## config.mk

```make
export PLATFORM = sky130hd
export DESIGN_NAME = crm_rx_mask
export DESIGN_NICKNAME = d
export VERILOG_FILES = /design/src/rtl/crm_pkg.sv /design/src/rtl/crm_accept.sv /design/src/rtl/crm_rx_mask.sv
export SDC_FILE = /design/constraint.sdc
export NUM_CORES = 1
export LEC_CHECK = 0
export ABC_CLOCK_PERIOD_IN_PS = 25200
export BUFFER_PORTS_ARGS = -buffer_cell sky130_fd_sc_hd__buf_2
export CORE_MARGIN = 4
export CORE_UTILIZATION = 40
export DETAILED_ROUTE_END_ITERATION = 16
export PLACE_DENSITY_LB_ADDON = 0.3
export SYNTH_ARGS = -nofsm -noshare
export SYNTH_HDL_FRONTEND = slang
export SYNTH_SLANG_ARGS = --single-unit
```

## constraint.sdc

```tcl
create_clock -name pclk -period 25.2 [get_ports pclk]
set_clock_uncertainty 0.1 [all_clocks]
set_input_delay 1.26 -clock pclk [delete_from_list [all_inputs] [get_ports pclk]]
set_output_delay 1.26 -clock pclk [all_outputs]
set_load 0.02 [all_outputs]
```

## src/rtl/crm_pkg.sv

```systemverilog
// package: register map, field layout and constants of the rx mask block
//
// Operation
// - each masked standard identifier bit is compared; unmasked ones are ignored.
// - with type matching on, the frame type must equal the filter's type.
// - with type matching off, either frame type passes if masked bits match.
// - each of eighteen extended mask bits includes or ignores its bit.
// - storing an accepted message sets that buffer's occupied flag.
// - a message aimed at an occupied buffer sets its overrun flag.
// - buffer words go to the DMA memory, not the register space.
// - first word bit 1 is the substitute remote request flag.
// - first word bit 0 selects extended or standard identifier.
// - second word holds extended identifier 17..6 in bits 11..0.
// - each data word holds byte m low and byte m+1 high.
// - the status word gets the five-bit number of the matching filter.
// - the filter code is written only into receive buffers.
// - with type matching on, filter type select one takes extended only, zero standard only.
// - the target buffer field picks the buffer; all ones means the FIFO.
package crm_pkg;
   // register byte offsets on the APB side
   localparam logic [7:0] OFF_MSK_SID = 8'h00;
   localparam logic [7:0] OFF_MSK_EID = 8'h04;
   localparam logic [7:0] OFF_FULL_LO = 8'h08;
   localparam logic [7:0] OFF_FULL_HI = 8'h0C;
   localparam logic [7:0] OFF_OVF_LO = 8'h10;
   localparam logic [7:0] OFF_OVF_HI = 8'h14;
   localparam logic [7:0] OFF_CTRL0 = 8'h18;
   localparam logic [7:0] OFF_IRQ_STS = 8'h28;
   localparam logic [7:0] OFF_IRQ_MSK = 8'h2C;
   localparam int NUM_REGS = 12;
   // mask register fields
   localparam int MSK_SID_LSB = 5;
   localparam int MSK_FRAME_TYPE_MATCH_ENABLE_BIT = 3;
   // buffer control byte fields
   localparam int CTL_DIR_BIT = 7;
   localparam int CTL_REQ_BIT = 3;
   localparam logic [7:0] CTL_WMASK = 8'h8F;
   localparam int NUM_CTRL_BUF = 8;
   // buffer word layout in DMA memory
   localparam int WORDS_PER_BUF = 8;
   localparam logic [2:0] WORD_STAT = 3'h7;
   localparam logic [3:0] FIFO_TARGET = 4'hF;
   // interrupt status bits
   localparam int IRQ_STORE = 0;
   localparam int IRQ_OVF = 1;
   localparam int IRQ_FIFO = 2;
   localparam int IRQ_TXDONE = 3;
   localparam int NUM_IRQ = 4;
   // reset values
   localparam logic [31:0] RST_ZERO32 = 32'h0000_0000;
   typedef enum logic {ST_IDLE, ST_WRITE} crm_state_t;
endpackage : crm_pkg

```

## src/rtl/crm_accept.sv

```systemverilog
// acceptance compare of one message against one filter and mask
`timescale 1ns/100ps
module crm_accept (
   // message
   input wire logic [10:0] msg_sid,
   input wire logic [17:0] msg_eid,
   input wire logic msg_ide,
   // filter
   input wire logic [10:0] flt_sid,
   input wire logic [17:0] flt_eid,
   input wire logic flt_ext,
   // mask
   input wire logic [10:0] msk_sid,
   input wire logic [17:0] msk_eid,
   input wire logic type_match_en,
   // result
   output logic accept
);
   logic sid_ok;
   logic eid_ok;
   logic type_ok;

   // a zero mask bit turns that position into a don't care
   always_comb
   begin
      sid_ok = ((msg_sid ^ flt_sid) & msk_sid) == 11'h000;
      // standard frames carry no extended bits, so only sid counts
      eid_ok = !msg_ide ||
               (((msg_eid ^ flt_eid) & msk_eid) == 18'h0_0000);
      type_ok = !type_match_en || (msg_ide == flt_ext);
      accept = sid_ok && eid_ok && type_ok;
   end
endmodule : crm_accept

```

## src/rtl/crm_rx_mask.sv

```systemverilog
// rx acceptance mask, buffer flags, buffer writer and apb registers
`timescale 1ns/100ps
module crm_rx_mask (
   // clock and reset
   input wire logic pclk,
   input wire logic presetn,
   // apb slave
   input wire logic psel,
   input wire logic penable,
   input wire logic pwrite,
   input wire logic [7:0] paddr,
   input wire logic [31:0] pwdata,
   output logic [31:0] prdata,
   output logic pready,
   output logic pslverr,
   // received message from the protocol engine
   input wire logic rx_msg_valid,
   input wire logic [10:0] rx_sid,
   input wire logic [17:0] rx_eid,
   input wire logic rx_ide,
   input wire logic rx_srr,
   input wire logic rx_rtr,
   input wire logic [3:0] rx_dlc,
   input wire logic [63:0] rx_data,
   // filter that is being tried for this message
   input wire logic [10:0] flt_sid,
   input wire logic [17:0] flt_eid,
   input wire logic flt_ext,
   input wire logic [4:0] flt_code,
   input wire logic [3:0] flt_target,
   // transmit completion from the protocol engine
   input wire logic tx_done,
   input wire logic [2:0] tx_done_idx,
   // dma memory write port, 16-bit words
   output logic dma_we,
   output logic [7:0] dma_addr,
   output logic [15:0] dma_wdata,
   // status towards the engine
   output logic fifo_push,
   output logic rx_busy,
   output logic tx_pend_valid,
   output logic [2:0] tx_pend_idx,
   output logic irq
);
   typedef struct packed {
      logic [10:0] msk_sid;
      logic frame_type_match_enable;
      logic [17:0] msk_eid;
      logic [31:0] full;
      logic [31:0] ovf;
      logic [crm_pkg::NUM_CTRL_BUF*8-1:0] ctrl;
      logic [crm_pkg::NUM_IRQ-1:0] ists;
      logic [crm_pkg::NUM_IRQ-1:0] imsk;
      logic pready;
      logic pslverr;
      logic [31:0] prdata;
      crm_pkg::crm_state_t state;
      logic [2:0] word;
      logic [4:0] bidx;
      logic [10:0] standard_identifier;
      logic srr;
      logic ide;
      logic [17:0] extended_identifier;
      logic rtr;
      logic [3:0] data_length_code;
      logic [63:0] data;
      logic [4:0] code;
      logic dma_we;
      logic [7:0] dma_addr;
      logic [15:0] dma_wdata;
      logic fifo_push;
      logic busy;
      logic tx_pv;
      logic [2:0] tx_pi;
      logic irq;
   } crm_state_q_t;

   crm_state_q_t q;
   crm_state_q_t d;
   logic acc;
   logic wr_acc;
   logic [3:0] ridx;
   logic rhit;
   logic [1:0] best_pri;
   logic [7:0] cb;

   // register index from a byte address; misaligned or too high misses
   function automatic logic [4:0] reg_decode(input logic [7:0] a);
      logic hit;
      hit = (a[1:0] == 2'b00) && (a[7:2] < 6'(crm_pkg::NUM_REGS));
      return {hit, a[5:2]};
   endfunction : reg_decode

   // one 16-bit word of the buffer image in dma memory
   function automatic logic [15:0] buf_word(input crm_state_q_t s,
                                            input logic [2:0] w);
      logic [15:0] v;
      v = 16'h0000;
      unique case (w)
         3'h0: v = {3'b000, s.standard_identifier, s.srr, s.ide};
         3'h1: v = {4'h0, s.extended_identifier[17:6]};
         3'h2: v = {s.extended_identifier[5:0], s.rtr, 5'b0_0000, s.data_length_code};
         3'h3: v = s.data[15:0];
         3'h4: v = s.data[31:16];
         3'h5: v = s.data[47:32];
         3'h6: v = s.data[63:48];
         3'h7: v = {3'b000, s.code, 8'h00};
      endcase
      return v;
   endfunction : buf_word

   // register read value
   function automatic logic [31:0] reg_read(input crm_state_q_t s,
                                            input logic [3:0] i);
      logic [31:0] v;
      v = crm_pkg::RST_ZERO32;
      unique case ({i, 2'b00})
         crm_pkg::OFF_MSK_SID[5:0]:
            v[15:0] = {s.msk_sid, 1'b0, s.frame_type_match_enable, 1'b0, s.msk_eid[17:16]};
         crm_pkg::OFF_MSK_EID[5:0]: v[15:0] = s.msk_eid[15:0];
         crm_pkg::OFF_FULL_LO[5:0]: v[15:0] = s.full[15:0];
         crm_pkg::OFF_FULL_HI[5:0]: v[15:0] = s.full[31:16];
         crm_pkg::OFF_OVF_LO[5:0]: v[15:0] = s.ovf[15:0];
         crm_pkg::OFF_OVF_HI[5:0]: v[15:0] = s.ovf[31:16];
         crm_pkg::OFF_IRQ_STS[5:0]: v[3:0] = s.ists;
         crm_pkg::OFF_IRQ_MSK[5:0]: v[3:0] = s.imsk;
         default: v[15:0] = s.ctrl[(i - 4'd6) * 16 +: 16];
      endcase
      return v;
   endfunction : reg_read

   crm_accept u_accept (
      .msg_sid(rx_sid),
      .msg_eid(rx_eid),
      .msg_ide(rx_ide),
      .flt_sid(flt_sid),
      .flt_eid(flt_eid),
      .flt_ext(flt_ext),
      .msk_sid(q.msk_sid),
      .msk_eid(q.msk_eid),
      .type_match_en(q.frame_type_match_enable),
      .accept(acc)
   );

   assign {rhit, ridx} = reg_decode(paddr);
   // a write lands on the edge where the master sees pready high
   assign wr_acc = psel && penable && q.pready && pwrite && rhit;

   // next state: bus, flags, writer and transmit pick
   always_comb
   begin
      d = q;
      best_pri = 2'b00;
      cb = 8'h00;
      d.pready = 1'b0;
      d.dma_we = 1'b0;
      d.fifo_push = 1'b0;
      // one wait state so read data comes from a flop
      if (psel && penable && !q.pready)
      begin
         d.pready = 1'b1;
         d.pslverr = !rhit;
         d.prdata = rhit ? reg_read(q, ridx) : crm_pkg::RST_ZERO32;
      end
      // software writes; flag clears come first so hardware sets win
      if (wr_acc)
      begin
         unique case ({ridx, 2'b00})
            crm_pkg::OFF_MSK_SID[5:0]:
            begin
               d.msk_sid = pwdata[15:crm_pkg::MSK_SID_LSB];
               d.frame_type_match_enable = pwdata[crm_pkg::MSK_FRAME_TYPE_MATCH_ENABLE_BIT];
               d.msk_eid[17:16] = pwdata[1:0];
            end
            crm_pkg::OFF_MSK_EID[5:0]: d.msk_eid[15:0] = pwdata[15:0];
            crm_pkg::OFF_FULL_LO[5:0]:
               d.full[15:0] = q.full[15:0] & ~pwdata[15:0];
            crm_pkg::OFF_FULL_HI[5:0]:
               d.full[31:16] = q.full[31:16] & ~pwdata[15:0];
            crm_pkg::OFF_OVF_LO[5:0]:
               d.ovf[15:0] = q.ovf[15:0] & ~pwdata[15:0];
            crm_pkg::OFF_OVF_HI[5:0]:
               d.ovf[31:16] = q.ovf[31:16] & ~pwdata[15:0];
            crm_pkg::OFF_IRQ_STS[5:0]:
               d.ists = q.ists & ~pwdata[crm_pkg::NUM_IRQ-1:0];
            crm_pkg::OFF_IRQ_MSK[5:0]:
               d.imsk = pwdata[crm_pkg::NUM_IRQ-1:0];
            default:
               for (int b = 0; b < 2; b++)
               begin
                  d.ctrl[(ridx - 4'd6) * 16 + b * 8 +: 8] =
                     pwdata[b * 8 +: 8] & crm_pkg::CTL_WMASK;
               end
         endcase
      end
      // engine reports a sent message: drop its send request
      if (tx_done)
      begin
         d.ctrl[{tx_done_idx, 3'(crm_pkg::CTL_REQ_BIT)}] = 1'b0;
         d.ists[crm_pkg::IRQ_TXDONE] = 1'b1;
      end
      // receive path: route, check occupancy, then write eight words
      unique case (q.state)
         crm_pkg::ST_IDLE:
         begin
            if (rx_msg_valid && acc)
            begin
               cb = q.ctrl[flt_target[2:0] * 8 +: 8];
               if (flt_target == crm_pkg::FIFO_TARGET)
               begin
                  d.fifo_push = 1'b1;
                  d.ists[crm_pkg::IRQ_FIFO] = 1'b1;
               end
               else if (flt_target < 4'(crm_pkg::NUM_CTRL_BUF) &&
                        cb[crm_pkg::CTL_DIR_BIT])
               begin
                  // a transmit buffer never takes received data
                  d.fifo_push = 1'b0;
               end
               else if (q.full[flt_target])
               begin
                  d.ovf[flt_target] = 1'b1;
                  d.ists[crm_pkg::IRQ_OVF] = 1'b1;
               end
               else
               begin
                  d.state = crm_pkg::ST_WRITE;
                  d.bidx = {1'b0, flt_target};
                  d.word = 3'h0;
                  d.standard_identifier = rx_sid;
                  d.srr = rx_srr;
                  d.ide = rx_ide;
                  d.extended_identifier = rx_eid;
                  d.rtr = rx_rtr;
                  d.data_length_code = rx_dlc;
                  d.data = rx_data;
                  d.code = flt_code;
               end
            end
         end
         crm_pkg::ST_WRITE:
         begin
            d.dma_we = 1'b1;
            d.dma_addr = {q.bidx, q.word};
            d.dma_wdata = buf_word(q, q.word);
            d.word = q.word + 3'h1;
            if (q.word == crm_pkg::WORD_STAT)
            begin
               d.full[q.bidx] = 1'b1;
               d.ists[crm_pkg::IRQ_STORE] = 1'b1;
               d.state = crm_pkg::ST_IDLE;
            end
         end
      endcase
      d.busy = (d.state != crm_pkg::ST_IDLE);
      // highest priority pending transmit buffer, lowest index on a tie
      d.tx_pv = 1'b0;
      d.tx_pi = 3'h0;
      for (int b = 0; b < crm_pkg::NUM_CTRL_BUF; b++)
      begin
         cb = q.ctrl[b * 8 +: 8];
         if (cb[crm_pkg::CTL_DIR_BIT] && cb[crm_pkg::CTL_REQ_BIT] &&
             (!d.tx_pv || cb[1:0] > best_pri))
         begin
            d.tx_pv = 1'b1;
            d.tx_pi = 3'(b);
            best_pri = cb[1:0];
         end
      end
      d.irq = |(q.ists & q.imsk);
   end

   // all state in one register
   always_ff @(posedge pclk or negedge presetn)
   begin
      if (!presetn)
      begin
         q <= '0;
      end
      else
      begin
         q <= d;
      end
   end

   assign prdata = q.prdata;
   assign pready = q.pready;
   assign pslverr = q.pslverr;
   assign dma_we = q.dma_we;
   assign dma_addr = q.dma_addr;
   assign dma_wdata = q.dma_wdata;
   assign fifo_push = q.fifo_push;
   assign rx_busy = q.busy;
   assign tx_pend_valid = q.tx_pv;
   assign tx_pend_idx = q.tx_pi;
   assign irq = q.irq;
endmodule : crm_rx_mask

```

After elaboration in Yosys (flattened, before gate mapping)
Index checks and enable logic that the tools add are counted.
- register bits after elaboration: 343
- latch bits: 0
- memory bits (writable): 0
- bits in read-only memories: 0
- bits of input ports: 189
- word-level logic and storage cells: 225
- memories: 0
- $add $sub $neg: 5
- multiply operators: 0
- divide/modulo/power cells: 0
- magnitude comparators: 15
- eq/ne operators: 20
- shift-type cells: 6
- mux-type cells: 64
- bitwise logic cells: 20
- reduce and logical (&&, ||, !) cells: 64
- operator list (cell ; count):
    $mux 114 ; 4
    $mux 32 ; 7
    $mux 136 ; 1
    $bwmux 64 ; 2
    $pmux 16 s8 ; 1
    $shift 8x34->64 const A ; 2
    $shiftx 8x34->64 ; 2
    $pmux 12 s7 ; 1
    $mux 16 ; 5
    $neg 32->34 ; 2
    $mux 65 ; 1
    $and 16x16->16 ; 4
    $and 64x64->64 ; 1
    $mux 64 ; 1
    $not 60->64 ; 1
    $or 32x16->32 ; 2
    $shiftx 64x33->16 ; 1
    $shiftx 64x7->8 ; 1
    $mux 4 ; 10
    $mux 34 ; 1
    $pmux 4 s8 ; 1
    $logic_and 1x1->1 ; 28
    $mux 25 ; 1
    $and 18x18->18 ; 1
    other kinds (46) ; 113

Depth between registers and ports, before layout
Gate-level depths: netlist of run 1.
- depth after elaboration: 30
- mapped depth: 43

Hierarchy
A second synthesis of run 1 with hierarchy kept.
- cell total of the unflattened synthesis: 1408
- area total of the unflattened synthesis: 16743.6 µm²
- modules (own cells, without submodules) (module ; instances ; cells each ; area each (µm²)):
    crm_rx_mask ; 1 ; 1359 ; 16300.6
    crm_accept ; 1 ; 49 ; 442.9

Least setup slack after synthesis of run 1
Ideal clock, no wire load.
- kind: register -> register
- start: register (tool-made name)
- end: register q, in the netlist tx_pend_idx[1]
- library setup time: 124 ps
- data arrival time: 7703 ps
- required time: 24976 ps
- setup slack: 17273 ps
- stages on the path, launching flop included: 39
- buffers on the path: 0
- period minus slack after synthesis: 7927 ps
- cells stage by stage: dfrtp_1 -> nand3_1 -> ha_1 -> nor2b_1 -> o2111a_1 -> o21ai_0 -> and2_1 -> ha_1 -> nor2b_1 -> o2111ai_1 -> and2_1 -> a21o_1 -> ha_1 -> a21oi_1 -> o21ai_1 -> a311oi_1 -> nor2_1 -> ha_1 -> [3 not listed] -> a21oi_1 -> a22oi_1 -> ha_1 -> nor2_1 -> nor2_1 -> o41ai_1 -> a21boi_0 -> or2_2 -> ha_1 -> nand2_1 -> o21ai_0 -> a21oi_1 -> mux2_2 -> ha_1 -> a21oi_1 -> a21oi_1 -> o21ba_2 -> a211o_1
- RTL lines (what ; RTL line ; text):
    to (signal assigned) ; crm_rx_mask.sv:278 ; q <= '0;
    to (signal assigned) ; crm_rx_mask.sv:282 ; q <= d;
    to (decl) ; crm_rx_mask.sv:78 ; crm_state_q_t q;

==> qor.yml, run 1 <==
status:
  status: "completed"
layout:
  fill_cells: 3767
  area_growth_pct: 14.6
  drive_gt1_share_pct: 29.9
  final_nets: 1807
floorplan:
  io_pins: 255
  dieArea_mm2: 0.0440
  rows: 73
  die_h_um: 210
  start_util_pct: 40.7
  die_w_um: 210
  design.core.area_mm2: 0.0400
timing:
  setup_slack_ns: 15.93
  final-setup-viol-count: 0
  final.min_clock_period_ns: 9.27
  tns_ns: 0
  max-slew-margin-rel_pct: 26.0
  finalHoldViolCount: 0
  grt_setup_unrepaired: "no"
  drv_slew: 0
  max_freq_mhz: 108
  worst_pin_slew_ns: 1.11
  period_share_pct: 36.8
route:
  dr.pass1.iters: 5
  routedWlPerCell_um: 23.2
  antenna_left: 0
  drc: 0
  routed_wl_um: 49700
  drtIter0Drc: 1138
  vias_per_cell: 5.66
  vias: 12100
setup_path:
  crit_family: "compound AO/OA/AOI/OAI gates"
  crit_required_ns: 25.50
  rr_endpoint: "tx_pend_idx[1]"
  crit-reg2reg-launch: "q[191]"
  crit_type: "reg2reg"
  worstPathMaxFanout: 7
  critical-path-max-stage-delay_ns: 0.61
  cpMostUsedCell: "ha_1"
  critical_path_arrival_ns: 9.57
  reg2reg_depth: 38
  r2r_setup_slack_ns: 15.93
  critical_path.slowest_cell: "a311oi_1"
  cp-start-kind: "flip-flop"
  endpoint_kind: "flip-flop"
  cp_num_buf_inv: 0
pwr:
  peakVddDrop_v: 0.0000466
  power_density_mw_per_mm2: 89.7
  total_leakage_power_nw: 8.70
grt:
  use_met2_pct: 34.4
  grt_pass1_wl_um: 76000
  grt_pass1_vias: 12400
  grt_use_total_pct: 22.2
  grt_max_degree: 110
  gr-max-usage-layer: "met2"
  grt_use_met3_pct: 3.99
  use_met1_pct: 32.0
  antenna_found_initial: 8
  grt_overflow_total: 0
logic_synthesis:
  synth_common_cells: "dfrtp_1, nand2_1, mux2_2"
  ys_ff_latch: 327
  yosys_warnings: 0
  synth_xor_xnor_area_share_pct: 1.83
  synth_top_family_by_area: "multiplexers"
  synth-main-ff-cell: "dfrtp_1"
  yosys.area_share.adder_pct: 2.46
  synth_top_area_share_pct: 50.2
  synth-compound-area-share_pct: 13.2
  syn-instance-count: 1441
  synthMuxAreaShare_pct: 16.9
  yosys.area_share.simple_pct: 10.2
  synthTopCellsByArea: "dfrtp_1, mux2_2, nand2_1, mux4_2, buf_4"
  avgSynthCellArea_um2: 11.3
  synth_async_sr_flop_share_pct: 100
  synth_sequential_area_ratio_pct: 50.2
  synth.distinct_cells: 73
  synth_edf_count: 0
  yosysMostFrequentCell: "dfrtp_1"
  netlist_area_mm2: 0.0163
  synth_top_cell_by_area: "dfrtp_1"
cts:
  ctsLongestPathBuffers: 3
  postCtsHoldBufs: 0
  post_cts_buffers: 0
  htreeDepth: 2
  cts-root-buf: "clkbuf_16"
  cts_buffers: 37
  worstSkewPairLatency_ns: 0.53
  path_clk_slew_ns: 0.06
  cts.sinks: 327
  tritoncts: "yes"
  post_cts_resized: 0
worst_hold_path:
  holdPathEnd: "prdata[8]"
  whs_path_depth: 2
  hold_start: "prdata[8]"
  hold_path_class: "reg2reg"
placed_design:
  dp.final_hpwl_um: 36000
  place_congestion: 0.953
  placement.io_buffers: 221
  place_ws_ns: 16.11
job:
  drv_cap: 0
through the flow:
step | util [%] | area [um2] | instances | total power [W] | hold WS, ns
after floorplan | - | 16400 | 1457 | 0.00100 | 0.341
after global placement | 43.6 | 17400 | 2072 | 0.00112 | 0.358
after detailed placement | 43.6 | 17400 | 2072 | 0.00114 | 0.358
after CTS | 46.6 | 18700 | 2139 | 0.00169 | 0.375
after global routing | 46.7 | 18700 | 2143 | 0.00176 | 0.398
final | 46.7 | 18700 | 2144 | 0.00167 | 0.376
per-layer routing:
layer | wire length [um] | part of all wire (%)
met3 | 3230 | 6.5
met5 | 38 | 0.076
met2 | 22900 | 46
met1 | 22100 | 44
met4 | 1460 | 2.9
registers in the layout (all words and copies together), names as in the netlist, named ones only:
name / flops
q: 242
dma_wdata: 16
prdata: 16
dma_addr: 7
cb: 4
tx_pend_idx: 3
dma_we: 1
fifo_push: 1
irq: 1
pready: 1
pslverr: 1
rx_busy: 1
tx_pend_valid: 1
logic make-up (layout without fill, tap and decap cells):
logic type,Yosys count,after routing
and+or+nand+nor,349,349
DFF,327,327
AOI/OAI and AO/OA,312,312
muxes,223,223
buffers and inverters,163,320
xor gates and xnor gates,34,34
adders and majority gates,32,32
other,1,22
cells in the final DEF, fill, tap and decap left out, types with 12 or more instances in the layout:
cell type and count:
dfrtp_1 327, buf_2 220, nand2_1 191, mux2_2 148
o21ai_0 70, a21oi_1 57, clkbuf_16 39, nor2_1 35
mux2_1 35, a21boi_0 34, xor2_1 32, ha_1 32
a22oi_1 25, nor2b_1 24, a222oi_1 23, mux4_2 23
inv_1 20, and2_1 20, mux2i_1 17, conb_1 17
nand3_1 14, a31oi_1 12
tightest hold or removal path, delay by kind of cell (launching register included):
| kind | cells | cell delay, ns |
|---|---|---|
| DFF | 1 | 0.34 |
| and+or+nand+nor | 1 | 0.05 |
| AOI/OAI and AO/OA | 1 | 0.06 |
power breakdown:
group	total, W	internal (W)	switching, W
logic	0.000405	0.000180	0.000225
registers	0.000728	0.000647	0.0000814
clock network	0.000542	0.000322	0.000219
total	0.00167	0.00115	0.000526
area by class of cell:
cell class              instances  area, um2  share of cell area, %
flip-flops and latches        327       8180                   43.8
multi-input cells             967       7330                   39.2
repair buffers                232       1200                   6.42
clock buffers                  54       1090                   5.85
well taps                     525        657                   3.52
clock inverters                13        126                  0.677
inverters                      21       78.8                  0.422
diodes                          5       12.5                 0.0670
worst max-delay path by stage:
stage	from	end	slack, ns	cells past startpoint
global route	q[191]	tx_pend_idx[1]	15.27	38
CTS	q[191]	tx_pend_idx[1]	16.08	38
global placement	q[191]	tx_pend_idx[1]	16.16	38
detailed placement	q[191]	tx_pend_idx[1]	16.11	38
finish	q[191]	tx_pend_idx[1]	15.93	38
floorplan	flip-flop	tx_pend_idx[1]	17.27	38
(Power assumes the default switching activity.)
==> run 2, diff against run 1 <==
--- a/config.mk
+++ b/config.mk
@@ -5,7 +5,8 @@
 export SDC_FILE = /design/constraint.sdc
 export NUM_CORES = 1
 export LEC_CHECK = 0
-export ABC_CLOCK_PERIOD_IN_PS = 25200
+export ABC_AREA = 1
+export ABC_CLOCK_PERIOD_IN_PS = 8020
 export BUFFER_PORTS_ARGS = -buffer_cell sky130_fd_sc_hd__buf_2
 export CORE_MARGIN = 4
 export CORE_UTILIZATION = 40
==> constraint.sdc (replaced) <==
create_clock -name pclk -period 8.02 [get_ports pclk]
set_clock_uncertainty 0.1 [all_clocks]
set_input_delay 0.401 -clock pclk [delete_from_list [all_inputs] [get_ports pclk]]
set_output_delay 0.401 -clock pclk [all_outputs]
set_load 0.02 [all_outputs]
==> run 2 against run 1 <==
- final cell count rose by 34%
- maximum frequency rose by 27%
- sequential power rose to 3.1 times the previous value
- non-clock buffer count rose by 75
- critical path type unchanged
- largest cell class unchanged
==> qor.yml, run 2 <==
floorplan:
  rows: 74
  die_h_um: 212
  design.core.area_mm2: 0.0410
  dieArea_mm2: 0.0451
  die_w_um: 212
  io_pins: 255
  start_util_pct: 40.7
layout:
  final_cell_mix: "nand2_1, dfrtp_1, buf_2"
  fill_cells: 3984
  seq_area_mm2: 0.00818
  largest_reg_flops: 242
  regMostFlops: "q"
  final_common_cell: "nand2_1"
  area_growth_pct: 18.6
  multi_input_area_mm2: 0.00701
  final_nets: 2531
  drive_gt1_share_pct: 13.8
  stdcell_area_mm2: 0.0198
  post-route-util_pct: 48.3
setup_path:
  crit_type: "reg2reg"
  critical_path_arrival_ns: 7.60
  worstPathMaxFanout: 5
  crit_required_ns: 8.34
  cp_num_buf_inv: 10
  crit_family: "simple AND/OR/NAND/NOR gates"
  critical_path.slowest_cell: "dfrtp_1"
  cpMostUsedCell: "nand2_1"
  endpoint_kind: "flip-flop"
  critical-path-max-stage-delay_ns: 0.40
  cp-start-kind: "flip-flop"
worst_hold_path:
  hold_path_class: "in2reg"
route:
  drc: 0
  antenna_left: 0
  vias_per_cell: 5.48
  dr.pass1.iters: 5
  drtIter0Drc: 1766
  routed_wl_um: 58700
  vias: 15700
  routedWlPerCell_um: 20.5
job:
  drv_cap: 0
logic_synthesis:
  synthTopCellsByArea: "dfrtp_1, nand2_1, o21ai_0, nand3_1, inv_1"
  synth.distinct_cells: 43
  synth_top_area_share_pct: 49.0
  yosysMostFrequentCell: "nand2_1"
  syn-instance-count: 2100
  synth_async_sr_flop_share_pct: 100
  yosys_warnings: 0
  avgSynthCellArea_um2: 7.95
  synth_top_cell_by_area: "dfrtp_1"
  synth_common_cells: "nand2_1, dfrtp_1, inv_1"
  ys_ff_latch: 327
  synth_sequential_area_ratio_pct: 49.0
  synth-main-ff-cell: "dfrtp_1"
  netlist_area_mm2: 0.0167
  synth_edf_count: 0
pwr:
  pwr-share-comb_pct: 24.7
  power_density_mw_per_mm2: 270
  p_int_w: 0.00348
  peakVddDrop_v: 0.000166
  p_seq_share_pct: 42.9
  clock_power_share_pct: 32.4
  sw_frac_of_total_pct: 34.9
  power_switching_w: 0.00187
  total_leakage_power_nw: 10.3
  p_total_w: 0.00535
timing:
  final.min_clock_period_ns: 7.27
  max-slew-margin-rel_pct: 12.9
  period_share_pct: 90.7
  worst_pin_slew_ns: 1.30
  drv_slew: 0
  final-setup-viol-count: 0
  max_freq_mhz: 137
  finalHoldViolCount: 0
status:
  status: "completed"
grt:
  grt_pass1_wl_um: 89900
  grt_use_total_pct: 25.8
  grt_pass1_vias: 15300
  grt_overflow_total: 0
  grt_max_degree: 114
  antenna_found_initial: 2
cts:
  cts_buffers: 37
  htreeDepth: 2
  tritoncts: "yes"
  path_clk_slew_ns: 0.06
  ctsLongestPathBuffers: 3
  cts-root-buf: "clkbuf_16"
  worstSkewPairLatency_ns: 0.55
  cts.sinks: 327
placed_design:
  placed_cell_area_mm2: 0.0178
  placement.io_buffers: 221
  place_congestion: 0.932
  dp.final_hpwl_um: 42000
[run 2: changes by cell type after synthesis, sizes merged, moves of 23 or more]
cell    previous run  this run
a21oi             57        91
inv               20       205
xor2              32         7
a22oi             26         2
mux2             183         2
a221oi            10        40
o21ai             71       204
nand2            191       603
a222oi            23         0
nor2              35       115
nor2b             24         0
nand3             14       182
and2              27         3
mux4              23         0
[run 2: area by class of cell]
cell class                 instances  area share [%]
tap                              532            3.36
timing repair buffer             307            9.74
clock buffer                      54            5.61
inverter                         207            3.93
clock inverter                     9           0.626
multi-input combinational       1430            35.4
antenna                            1          0.0126
sequential                       327            41.3
[run 2: per-layer routing]
metal / vias up / track usage, % / share of wire [%]
met4: 0 / 7.84 / 3.1
met2: 660 / 41.2 / 46
met5: - / 0 / 0
li1: 7298 / - / -
met1: 7657 / 36.4 / 44
met3: 108 / 4.03 / 7.6
[run 2: worst min-delay path: stages]
cell and delay [ns]:
buf_2 0.08, nand3_1 0.08, nand2_1 0.07
[run 2: kinds of logic after synthesis]
| group | synth area share (%) |
|---|---|
| other cells | 0.0225 |
| simple gates | 23.6 |
| flops | 49.0 |
| compound gates | 14.7 |
| fa+ha+maj | 2.40 |
| xor+xnor | 0.525 |
| buf+inv | 9.53 |
| mux | 0.135 |
[run 2: final timing paths]
| check | start | to | slack (ns) | cells after the start |
|---|---|---|---|---|
| hold / removal | rx_data[15] | q[52] | 0.02 | 3 |
| max in group asynchronous | presetn | cb[5] | 5.72 | 3 |
| min in group asynchronous | presetn | dma_wdata[14] | 0.39 | 2 |
| hold reg to reg | q[208] | q[208] | 0.36 | 2 |
| setup reg to reg | flip-flop | tx_pend_idx[2] | 0.75 | 58 |
| setup / recovery | flip-flop | tx_pend_idx[2] | 0.75 | 58 |
[run 2: stage by stage]
stage | setup WS, ns | std cells | TNS, ns | hold slack, ns
floorplan | 1.23 | 2116 | 0 | 0.00541
global placement | 0.490 | 2730 | 0 | 0.342
detailed placement | 0.387 | 2730 | 0 | 0.350
CTS | 0.352 | 2860 | 0 | 0.0000313
global route | -0.0329 | 2867 | -0.0412 | 0.00725
finish | 0.747 | 2867 | 0 | 0.0171
[run 2: power groups by stage]
stage               logic, W  clock network, W  registers [W]
floorplan           0.000896                 0        0.00222
global placement     0.00126                 0        0.00230
detailed placement   0.00129                 0        0.00231
CTS                  0.00132           0.00177        0.00228
global route         0.00147           0.00184        0.00233
finish               0.00132           0.00173        0.00229
[run 2: what timing repair did]
item,in CTS,in global routing
setup buffers,0,6
resized for setup,0,10
hold buffers,67,0
setup endpoints to repair,0,3
hold endpoints to repair,184,0
